[config.mk]
export PLATFORM = sky130hd
export DESIGN_NAME = sso_top
export DESIGN_NICKNAME = d
export VERILOG_FILES = /design/src/rtl/sso_pkg.sv /design/src/rtl/sso_delay.sv /design/src/rtl/sso_pin_mux.sv /design/src/rtl/sso_top.sv
export VERILOG_INCLUDE_DIRS = /design/src /design/src/rtl
export SDC_FILE = /design/constraint.sdc
export NUM_CORES = 1
export LEC_CHECK = 0
export BUFFER_PORTS_ARGS = -buffer_cell sky130_fd_sc_hd__buf_2
export CORE_UTILIZATION = 35
export CTS_CLUSTER_DIAMETER = 150
export DETAILED_ROUTE_END_ITERATION = 8
export PLACE_DENSITY = 0.62
export SETUP_SLACK_MARGIN = 0.5
export SYNTH_ARGS = -nofsm -noshare
export SYNTH_HDL_FRONTEND = slang
export SYNTH_SLANG_ARGS = --single-unit
[constraint.sdc]
create_clock -name clock -period 14.46 [get_ports clock]
set_clock_uncertainty 0.15 [all_clocks]
set_input_delay 2.892 -clock clock [delete_from_list [all_inputs] [get_ports clock]]
set_output_delay 2.892 -clock clock [all_outputs]
set_load 0.01 [all_outputs]
[src/rtl/sso_cfg.svh]
`ifndef SSO_CFG_SVH
`define SSO_CFG_SVH
// power-on window, ms
`define SSO_PON_MIN_MS 2500
`define SSO_PON_MAX_MS 3500
// aim at the middle of the window
`define SSO_PON_TGT_MS 3000
`define SSO_CLK_KHZ 100000
// clock cycles in one millisecond equal the clock rate in kHz
`define SSO_MS_CYC (`SSO_CLK_KHZ)
// speed-reached tolerance: 5 percent plus 20
`define SSO_SA_PCT_DIV 20
`define SSO_SA_OFFSET 16'sh0014
`define SSO_SA_LOW_SET 16'sh0014
`define SSO_ZSP_HYST 16'h0014
`define SSO_ZSP_LEVEL_RST 16'h0032
// pin assignment reset values
`define SSO_PIN1_RST 5'h0b
`define SSO_PIN2_RST 5'h01
`define SSO_PIN3_RST 5'h00
// register offsets
`define SSO_REG_CTRL 4'h0
`define SSO_REG_INPR 4'h1
`define SSO_REG_ZSPL 4'h2
`define SSO_REG_BRKD 4'h3
`define SSO_REG_ASGN 4'h4
`define SSO_REG_GPO 4'h5
`define SSO_REG_STAT 4'h6
`endif

[src/rtl/sso_pkg.sv]
package sso_pkg;
	// selectable output devices
	typedef enum logic [4:0] {
		SSO_DEV_MALF = 5'h00,
		SSO_DEV_INPOS = 5'h01,
		SSO_DEV_READY = 5'h02,
		SSO_DEV_SPDR = 5'h03,
		SSO_DEV_WARN = 5'h04,
		SSO_DEV_BWARN = 5'h05,
		SSO_DEV_STOPW = 5'h06,
		SSO_DEV_GAIN1 = 5'h07,
		SSO_DEV_GAIN2 = 5'h08,
		SSO_DEV_ABSL = 5'h09,
		SSO_DEV_RIDE = 5'h0a,
		SSO_DEV_BRAKE = 5'h0b,
		SSO_DEV_CLOOP = 5'h0c,
		SSO_DEV_VLIM = 5'h0d,
		SSO_DEV_ZSP = 5'h0e,
		SSO_DEV_TLIM = 5'h0f,
		SSO_DEV_GPA = 5'h10,
		SSO_DEV_GPB = 5'h11,
		SSO_DEV_GPC = 5'h12
	} sso_dev_t;
	typedef enum logic [1:0] {
		SSO_MODE_POS = 2'h0,
		SSO_MODE_VEL = 2'h1,
		SSO_MODE_TRQ = 2'h2
	} sso_mode_t;
	// drive state sampled from the servo core
	typedef struct packed {
		logic alarm;
		logic base_off;
		logic servo_on;
		logic warning;
		logic batt_cable_warn;
		logic batt_low_warn;
		logic stop_warning;
		logic gain1_en;
		logic gain2_en;
		logic abs_undetermined;
		logic ride_through;
		logic closed_loop;
		logic at_speed_limit;
		logic at_torque_limit;
		sso_mode_t mode;
		logic signed [15:0] speed;
		logic signed [15:0] set_speed;
		logic [15:0] droop;
	} sso_drive_t;
	// decoded flag vector, index = sso_dev_t code
	typedef logic [18:0] sso_flags_t;
endpackage

[src/rtl/sso_delay.sv]
`timescale 1ns/1ps
`include "sso_cfg.svh"
// ----------------------------------------
// off-delay timer stepped by an external ms tick
// ----------------------------------------
module sso_delay #(
	parameter int TW = 16
) (
	input wire logic clock,
	input wire logic rst_n,
	input wire logic tick,
	input wire logic hold_in,
	input wire logic [TW-1:0] delay_ms,
	output logic hold_out
);
	import sso_pkg::*;
	logic [TW-1:0] cnt_r;
	// output follows input on rise, lingers delay_ms ticks on fall
	always_ff @(posedge clock or negedge rst_n) begin
		if (!rst_n) begin
			cnt_r <= '0;
			hold_out <= 1'b0;
		end else if (hold_in) begin
			cnt_r <= delay_ms;
			hold_out <= 1'b1;
		end else if (cnt_r == '0) begin
			hold_out <= 1'b0;
		end else if (tick) begin
			cnt_r <= cnt_r - 1'b1;
		end
	end
endmodule

[src/rtl/sso_pin_mux.sv]
`timescale 1ns/1ps
// ----------------------------------------
// one output pin selector
// ----------------------------------------
module sso_pin_mux (
	input wire logic clock,
	input wire logic rst_n,
	input wire sso_pkg::sso_flags_t flags,
	input wire logic [4:0] sel,
	output logic pin
);
	import sso_pkg::*;
	// unknown codes drive the pin off
	always_ff @(posedge clock or negedge rst_n) begin
		if (!rst_n) begin
			pin <= 1'b0;
		end else if (sel < 5'd19) begin
			pin <= flags[sel];
		end else begin
			pin <= 1'b0;
		end
	end
endmodule

[src/rtl/sso_top.sv]
// The plain strobed port and the address map were left to the implementer.
`timescale 1ns/1ps
`include "sso_cfg.svh"
// Operation
// RULE1: malfunction output off while protection trips and base drive shut off.
// RULE2: with no alarm, malfunction output turns on 2.5 s to 3.5 s after power-on.
// RULE3: in-position on when droop within range; off in velocity and torque modes.
// RULE4: ready output on in servo-on state.
// RULE5: speed reached when speed within set speed plus/minus 5 percent plus 20.
// RULE6: speed reached held on when set speed is 20 or less.
// RULE7: speed reached off at servo-off and in position and torque modes.
// RULE8: warning output on at any warning; else off after power-on window.
// RULE9: battery warning on for cable or low battery warning; else off after window.
// RULE10: motor stop warning on for such warning; else off after window.
// RULE11: gain set flags follow the enabled gain switching sets.
// RULE12: absolute position lost on while absolute position undetermined.
// RULE13: ride-through flag on when enabled and power failure ride-through active.
// RULE14: closed loop flag on while fully closed loop runs.
// RULE15: brake interlock off at servo-off or alarm, with configurable delay. Code drops it at once; brake_delay_r delays only its return.
// RULE16: speed limiting on at speed limit in torque mode, off at servo-off.
// RULE17: zero speed on when speed magnitude at or below level, reset level 50.
// RULE18: zero speed clears only above level plus 20 hysteresis.
// RULE19: torque limiting on at torque limit; off at servo-off and in torque mode.
// RULE20: three general outputs follow the written digital outputs value.
// RULE21: three pins each carry an assigned device; brake, in-position, malfunction.
// RULE22: all flags registered; power-on window counter ends inside the window.
module sso_top #(
	parameter int PON_CYC = `SSO_PON_TGT_MS * `SSO_MS_CYC,
	parameter int MS_CYC = `SSO_MS_CYC
) (
	input wire logic clock,
	input wire logic arst_n,
	input wire sso_pkg::sso_drive_t drive,
	input wire logic [3:0] reg_addr,
	input wire logic [15:0] reg_wdata,
	input wire logic reg_wr,
	input wire logic reg_rd,
	output logic [15:0] reg_rdata,
	output sso_pkg::sso_flags_t flags,
	output logic [2:0] out_pins
);
	import sso_pkg::*;
	// window bounds scale with the millisecond length in use
	localparam int PON_MIN_CYC = `SSO_PON_MIN_MS * MS_CYC;
	localparam int PON_MAX_CYC = `SSO_PON_MAX_MS * MS_CYC;
	// refuse a power-on count that lands outside the window
	if (MS_CYC < 1 || PON_CYC < PON_MIN_CYC || PON_CYC > PON_MAX_CYC)
	begin : g_bad_count
		$error("sso_top: power-on count outside the window");
	end

	// ----------------------------------------
	// reset release
	// ----------------------------------------
	logic [1:0] rst_sync_r;
	logic rst_n;
	always_ff @(posedge clock or negedge arst_n) begin
		if (!arst_n) begin
			rst_sync_r <= 2'h0;
		end else begin
			rst_sync_r <= {rst_sync_r[0], 1'b1};
		end
	end
	assign rst_n = rst_sync_r[1];

	// ----------------------------------------
	// registers
	// ----------------------------------------
	logic tough_en_r;
	logic [15:0] inpos_range_r;
	logic [15:0] zsp_level_r;
	logic [15:0] brake_delay_r;
	logic [4:0] pin1_sel_r;
	logic [4:0] pin2_sel_r;
	logic [4:0] pin3_sel_r;
	logic [2:0] gpo_r;
	logic pon_done_r;
	// software writes
	always_ff @(posedge clock or negedge rst_n) begin
		if (!rst_n) begin
			tough_en_r <= 1'b0;
			inpos_range_r <= 16'h0064;
			zsp_level_r <= `SSO_ZSP_LEVEL_RST; // [RULE17]
			brake_delay_r <= 16'h0000;
			pin1_sel_r <= `SSO_PIN1_RST; // [RULE21]
			pin2_sel_r <= `SSO_PIN2_RST;
			pin3_sel_r <= `SSO_PIN3_RST;
			gpo_r <= 3'h0;
		end else if (reg_wr) begin
			unique case (reg_addr)
				`SSO_REG_CTRL: tough_en_r <= reg_wdata[0];
				`SSO_REG_INPR: inpos_range_r <= reg_wdata;
				`SSO_REG_ZSPL: zsp_level_r <= reg_wdata;
				`SSO_REG_BRKD: brake_delay_r <= reg_wdata;
				`SSO_REG_ASGN: begin
					pin1_sel_r <= reg_wdata[4:0];
					pin2_sel_r <= reg_wdata[9:5];
					pin3_sel_r <= reg_wdata[14:10];
				end
				`SSO_REG_GPO: gpo_r <= reg_wdata[2:0]; // [RULE20]
				default: ;
			endcase
		end
	end
	// read data one cycle after the strobe, zero otherwise
	always_ff @(posedge clock or negedge rst_n) begin
		if (!rst_n) begin
			reg_rdata <= 16'h0000;
		end else if (reg_rd) begin
			unique case (reg_addr)
				`SSO_REG_CTRL: reg_rdata <= {15'h0000, tough_en_r};
				`SSO_REG_INPR: reg_rdata <= inpos_range_r;
				`SSO_REG_ZSPL: reg_rdata <= zsp_level_r;
				`SSO_REG_BRKD: reg_rdata <= brake_delay_r;
				`SSO_REG_ASGN:
					reg_rdata <= {1'b0, pin3_sel_r, pin2_sel_r, pin1_sel_r};
				`SSO_REG_GPO: reg_rdata <= {13'h0000, gpo_r};
				`SSO_REG_STAT: reg_rdata <= {pon_done_r, out_pins, 12'h000};
				default: reg_rdata <= 16'h0000;
			endcase
		end else begin
			reg_rdata <= 16'h0000;
		end
	end

	// ----------------------------------------
	// power-on window and ms tick
	// ----------------------------------------
	logic [31:0] pon_cnt_r;
	logic [31:0] ms_cnt_r;
	logic ms_tick;
	// counts once to PON_CYC after reset release
	always_ff @(posedge clock or negedge rst_n) begin
		if (!rst_n) begin
			pon_cnt_r <= 32'h0;
			pon_done_r <= 1'b0;
		end else if (!pon_done_r) begin
			pon_cnt_r <= pon_cnt_r + 32'h1;
			pon_done_r <= (pon_cnt_r == 32'(PON_CYC - 1)); // [RULE22]
		end
	end
	// millisecond enable for the brake delay
	always_ff @(posedge clock or negedge rst_n) begin
		if (!rst_n) begin
			ms_cnt_r <= 32'h0;
		end else if (ms_tick) begin
			ms_cnt_r <= 32'h0;
		end else begin
			ms_cnt_r <= ms_cnt_r + 32'h1;
		end
	end
	assign ms_tick = (ms_cnt_r == 32'(MS_CYC - 1));

	// ----------------------------------------
	// speed comparisons
	// ----------------------------------------
	logic signed [17:0] spd;
	logic signed [17:0] sset;
	logic signed [17:0] tol;
	logic [16:0] spd_abs;
	logic sa_in_band;
	logic zsp_r;
	assign spd = 18'(drive.speed);
	assign sset = 18'(drive.set_speed);
	// band = |set| / 20 + 20
	assign tol = 18'(((sset < 0) ? -sset : sset) / `SSO_SA_PCT_DIV)
		+ 18'(`SSO_SA_OFFSET);
	assign sa_in_band = (spd >= sset - tol) && (spd <= sset + tol); // [RULE5]
	assign spd_abs = (spd < 0) ? 17'(-spd) : 17'(spd);
	// zero speed with hysteresis
	always_ff @(posedge clock or negedge rst_n) begin
		if (!rst_n) begin
			zsp_r <= 1'b1;
		end else if (spd_abs <= 17'(zsp_level_r)) begin
			zsp_r <= 1'b1; // [RULE17]
		end else if (spd_abs > 17'(zsp_level_r) + 17'(`SSO_ZSP_HYST)) begin
			zsp_r <= 1'b0; // [RULE18]
		end
	end

	// ----------------------------------------
	// brake interlock delay
	// ----------------------------------------
	logic brake_hold;
	logic brake_ok;
	assign brake_ok = drive.servo_on && !drive.alarm;
	sso_delay #(.TW(16)) u_brake (
		.clock(clock),
		.rst_n(rst_n),
		.tick(ms_tick),
		.hold_in(!brake_ok),
		.delay_ms(brake_delay_r),
		.hold_out(brake_hold)
	);

	// ----------------------------------------
	// flag registers
	// ----------------------------------------
	sso_flags_t fn;
	logic sa_low;
	assign sa_low = (drive.set_speed <= `SSO_SA_LOW_SET)
		&& (drive.set_speed >= -`SSO_SA_LOW_SET);
	// next flag vector from drive state
	always_comb begin
		fn = '0;
		fn[SSO_DEV_MALF] = pon_done_r && !drive.alarm
			&& !drive.base_off; // [RULE1] [RULE2]
		fn[SSO_DEV_INPOS] = (drive.mode == SSO_MODE_POS)
			&& (drive.droop <= inpos_range_r); // [RULE3]
		fn[SSO_DEV_READY] = drive.servo_on; // [RULE4]
		fn[SSO_DEV_SPDR] = drive.servo_on && (drive.mode == SSO_MODE_VEL)
			&& (sa_low || sa_in_band); // [RULE6] [RULE7]
		fn[SSO_DEV_WARN] = drive.warning || !pon_done_r; // [RULE8]
		fn[SSO_DEV_BWARN] = drive.batt_cable_warn || drive.batt_low_warn
			|| !pon_done_r; // [RULE9]
		fn[SSO_DEV_STOPW] = drive.stop_warning || !pon_done_r; // [RULE10]
		fn[SSO_DEV_GAIN1] = drive.gain1_en; // [RULE11]
		fn[SSO_DEV_GAIN2] = drive.gain2_en;
		fn[SSO_DEV_ABSL] = drive.abs_undetermined; // [RULE12]
		fn[SSO_DEV_RIDE] = tough_en_r && drive.ride_through; // [RULE13]
		// drops at once on servo-off or alarm, no reset glitch
		fn[SSO_DEV_BRAKE] = brake_ok && !brake_hold; // [RULE15]
		fn[SSO_DEV_CLOOP] = drive.closed_loop; // [RULE14]
		fn[SSO_DEV_VLIM] = drive.servo_on && (drive.mode == SSO_MODE_TRQ)
			&& drive.at_speed_limit; // [RULE16]
		fn[SSO_DEV_ZSP] = zsp_r;
		fn[SSO_DEV_TLIM] = drive.servo_on && (drive.mode != SSO_MODE_TRQ)
			&& drive.at_torque_limit; // [RULE19]
		fn[SSO_DEV_GPA] = gpo_r[0];
		fn[SSO_DEV_GPB] = gpo_r[1];
		fn[SSO_DEV_GPC] = gpo_r[2];
	end
	// warnings read as on until the window closes
	always_ff @(posedge clock or negedge rst_n) begin
		if (!rst_n) begin
			flags <= 19'h00070;
		end else begin
			flags <= fn; // [RULE22]
		end
	end

	// ----------------------------------------
	// output pins
	// ----------------------------------------
	logic [4:0] pin_sel [3];
	assign pin_sel[0] = pin1_sel_r;
	assign pin_sel[1] = pin2_sel_r;
	assign pin_sel[2] = pin3_sel_r;
	for (genvar i = 0; i < 3; i++) begin : g_pin
		sso_pin_mux u_mux (
			.clock(clock),
			.rst_n(rst_n),
			.flags(flags),
			.sel(pin_sel[i]),
			.pin(out_pins[i]) // [RULE21]
		);
	end

	// ----------------------------------------
	// checks
	// ----------------------------------------
	a_malf_alarm_off: assert property (@(posedge clock) disable iff (!rst_n)
		drive.alarm && drive.base_off |=> !flags[SSO_DEV_MALF]) // [RULE1]
		else $error("malfunction output on during trip");
	a_malf_early_off: assert property (@(posedge clock) disable iff (!rst_n)
		(pon_cnt_r < 32'(PON_MIN_CYC)) && !pon_done_r
		|-> !flags[SSO_DEV_MALF]) // [RULE2]
		else $error("malfunction output on too early");
	a_pon_window: assert property (@(posedge clock) disable iff (!rst_n)
		$rose(pon_done_r) |-> (pon_cnt_r >= 32'(PON_MIN_CYC - 1))
		&& (pon_cnt_r <= 32'(PON_MAX_CYC))) // [RULE22]
		else $error("power-on window out of range");
	a_ready_follow: assert property (@(posedge clock) disable iff (!rst_n)
		drive.servo_on |=> flags[SSO_DEV_READY]) // [RULE4]
		else $error("ready output not following servo-on");
	a_inpos_mode: assert property (@(posedge clock) disable iff (!rst_n)
		drive.mode != SSO_MODE_POS |=> !flags[SSO_DEV_INPOS]) // [RULE3]
		else $error("in-position on outside position mode");
	a_sa_servo_off: assert property (@(posedge clock) disable iff (!rst_n)
		!drive.servo_on |=> !flags[SSO_DEV_SPDR]) // [RULE7]
		else $error("speed reached on at servo-off");
	a_zsp_hyst: assert property (@(posedge clock) disable iff (!rst_n)
		zsp_r && spd_abs <= 17'(zsp_level_r) + 17'(`SSO_ZSP_HYST)
		|=> zsp_r) // [RULE18]
		else $error("zero speed cleared inside hysteresis");
	a_tlc_torque: assert property (@(posedge clock) disable iff (!rst_n)
		drive.mode == SSO_MODE_TRQ |=> !flags[SSO_DEV_TLIM]) // [RULE19]
		else $error("torque limiting on in torque mode");
	a_brake_alarm: assert property (@(posedge clock) disable iff (!rst_n)
		drive.alarm || !drive.servo_on |=> !flags[SSO_DEV_BRAKE]) // [RULE15]
		else $error("brake interlock on during alarm or servo-off");
	a_warn_any: assert property (@(posedge clock) disable iff (!rst_n)
		drive.warning |=> flags[SSO_DEV_WARN]) // [RULE8]
		else $error("warning output missing");
endmodule

==> out/results.ini <==
[clock_network]
clkLatencyLatePin_ps = 430
cts_setup_buffers = 0
clock-sinks = 190
hold_buffers = 0
cts.repair.resized = 0
cts_root_buf = clkbuf_16
htreeDepth = 4
ctsLongestPathBuffers = 2
cts_tree = built
numCtsBuffers = 17
cts.reportedPaths.clkPinSlew_ps = 70

[pwr]
internal_power_mw = 1.30
p_sw_mw = 0.837
vdd_ir_drop_max_v = 0.0000753
seqPwrFrac_pct = 32.3
pwr-share-comb_pct = 45.5
clkPwrFrac_pct = 22.2
p_per_area_nw_per_um2 = 133
leakage_nw = 6.99
swShare_pct = 39.2

[synth]
synth_most_common_cell = dfrtp_1
synth_top_area_share_pct = 31.0
synth_common_cells = dfrtp_1, ha_1, xnor2_1
syn_area_um2 = 14200
syn_area_per_cell_um2 = 9.54
synth_edf_count = 0
synthDistinctLibCells = 95
synth_top_flop_cell = dfrtp_1
ys_seq_elements = 190
yosysSeqAreaShare_pct = 33.5
async_reset_ff_share_pct = 100
yosysWarnings = 0
synthTopCellsByArea = dfrtp_1, ha_1, xnor2_1
syn_inst = 1491
yosysTopAreaCell = dfrtp_1

[final_layout]
num-fill-cells = 3903
syn_to_final_growth_pct = 12.6
nets = 1826
antenna_cells = 0
final_cells = 2149
drive_above_1_share_pct = 18.8

[detailed_routing]
drtAntennaViolNets = 0
drt_iter0_drc = 745
wl_per_cell_um = 17.5
drt-vias-per-instance = 5.42
finalWirelength_um = 37700
drc = 0
vias = 11642
firstDrtPassIters = 5

[worst_setup_path]
cp-start-kind = input pin
worst-path-max-fanout = 11
crit_type = input pin to flop
crit_buf_inv = 2
required_ps = 14660
crit_top_cell = o21ai_0
cp_top_family = compound AO/OA/AOI/OAI gates
slowest_delay_ps = 760
arrival_ps = 12750
end_kind = flop
critPathSlowestCell = a22oi_1

[flow_run]
maxCapViolations = 0

[timing]
relSlewSlack_pct = 22.7
fin_tns_setup_ps = 0
final_max_slew_viol_count = 0
hold_violations = 0
fmax_ghz = 0.0797
timing.final.crit_period_ps = 12550
finalSetupViolations = 0
layout_worst_path_cycle_share_pct = 86.8
rsz0062_at_grt = no
tightest_slew_ps = 1140

[grt]
grt_pass1_wl_um = 61800
grtUsageTotal_pct = 18.6
antenna_found_initial = 2
first_global_vias = 11617
grt_overflow = 0
grt_max_degree = 78

[placed_design]
port_buffers = 125
dp_cells = 2117
dpl.hpwl_um = 29600
gp_routability_congestion = 0.894

[floorplan]
initial_utilization_pct = 35.6
die_h_um = 204
boundaryPins = 126
die_w_um = 204
core_region_area_um2 = 39900
rows = 73
dieArea_um2 = 41500

[run_status]
status = completed

[hold_path]
hold_path.class = flop to async pin

==> cells by family (layout without fill, tap and decap cells) <==
kind of cell               after synthesis  in the layout  share of synthesized area [%]
AOI/OAI and AO/OA                      339            339                           16.9
muxes                                   90             90                           8.02
xor gates and xnor gates               156            156                           9.84
buffers and inverters                  128            251                           3.75
and+or+nand+nor                        458            458                           16.5
DFF                                    190            190                           33.5
adders and majority gates              128            128                           11.4
other                                    2             12                         0.0528
==> final timing paths <==
| check | startpoint | endpoint | depth (start not counted) | slack, ps |
|---|---|---|---|---|
| min in group clock | rst_sync_r[0] | rst_sync_r[1] | 0 | 210 |
| worst max-delay path | drive[17] | flags[3] | 43 | 1910 |
| worst min register to register | rst_sync_r[1] | pon_cnt_r[17] | 0 | 160 |
| worst min-delay path | rst_sync_r[1] | pon_cnt_r[17] | 0 | 160 |
| worst max register to register | ms_cnt_r[20] | u_brake.cnt_r[13] | 9 | 11180 |
| max in group asynchronous | rst_sync_r[1] | inpos_range_r[10] | 2 | 11750 |
==> registers in the layout, summed over array words and instances (netlist names), 5 cells and up <==
| register | cells |
|---|---|
| pin2_sel_r | 5 |
| reg_rdata | 16 |
| ms_cnt_r | 32 |
| pin3_sel_r | 5 |
| brake_delay_r | 16 |
| u_brake.cnt_r | 16 |
| pon_cnt_r | 32 |
| zsp_level_r | 16 |
| flags | 19 |
| inpos_range_r | 16 |
| pin1_sel_r | 5 |
==> cell type report <==
cell class / count / area (um^2) / area share [%]
multi-input cells: 1183 / 8970 / 56.0
clock inverters: 12 / 135 / 0.844
clock buffers: 20 / 457 / 2.85
repair buffers: 135 / 701 / 4.37
well taps: 525 / 657 / 4.10
inverters: 84 / 315 / 1.97
flip-flops and latches: 190 / 4780 / 29.8
==> layout by cell type, fill, tap and decap left out, types with 9 or more instances in the layout <==
| cell type | count |
|---|---|
| a22oi_1 | 33 |
| nand4_1 | 37 |
| o21ai_0 | 63 |
| o21bai_1 | 14 |
| buf_2 | 125 |
| nand3_1 | 46 |
| ha_1 | 125 |
| inv_1 | 84 |
| dfrtp_1 | 175 |
| mux4_2 | 12 |
| xor2_1 | 42 |
| xnor2_1 | 111 |
| mux2_2 | 71 |
| conb_1 | 12 |
| nor2b_1 | 15 |
| a21oi_1 | 77 |
| buf_4 | 10 |
| clkbuf_16 | 17 |
| o21a_1 | 13 |
| nor4_1 | 22 |
| and4_1 | 9 |
| nor3_1 | 36 |
| a21o_1 | 23 |
| a31oi_1 | 11 |
| nand2_1 | 109 |
| dfstp_2 | 14 |
| nor2_1 | 93 |
| o31ai_1 | 9 |
| nand2b_1 | 32 |
| a211oi_1 | 13 |
==> worst reg2reg max path, cell delays in order (launching register included) <==
cell and delay (ps):
dfrtp_1 410, nor4_1 330, nand4_1 180, nor3_1 200
buf_4 230, nand2_1 180, nor4b_1 1000, nor2b_1 250
xnor2_1 120, o21ai_0 90
==> metrics by stage <==
step,hold slack [ps],instance area (um^2),setup slack (ps),utilization [%],power (mW)
finish,158,16000,1910,40.1,2.14
floorplan,181,14300,3350,-,1.41
global route,214,16000,961,40.1,2.31
global placement,167,15400,1810,38.6,1.64
CTS,181,16000,2020,40.1,2.14
detailed placement,178,15400,1600,38.6,1.67
==> per-layer routing <==
| layer | part of all wire (%) | track usage (%) |
|---|---|---|
| met2 | 48 | 31.7 |
| met4 | 1.6 | 4.00 |
| met3 | 3.8 | 2.51 |
| met1 | 46 | 24.9 |
| met5 | 0.069 | 0 |
==> power groups by stage <==
stage	combinational [mW]	sequential [mW]	clock, mW
5_1_grt	1.11	0.700	0.503
3_3_place_gp	0.945	0.698	0
4_1_cts	0.972	0.691	0.481
2_1_floorplan	0.748	0.662	0
3_5_place_dp	0.966	0.701	0
6_report	0.972	0.691	0.474
(Power assumes the default switching activity.)
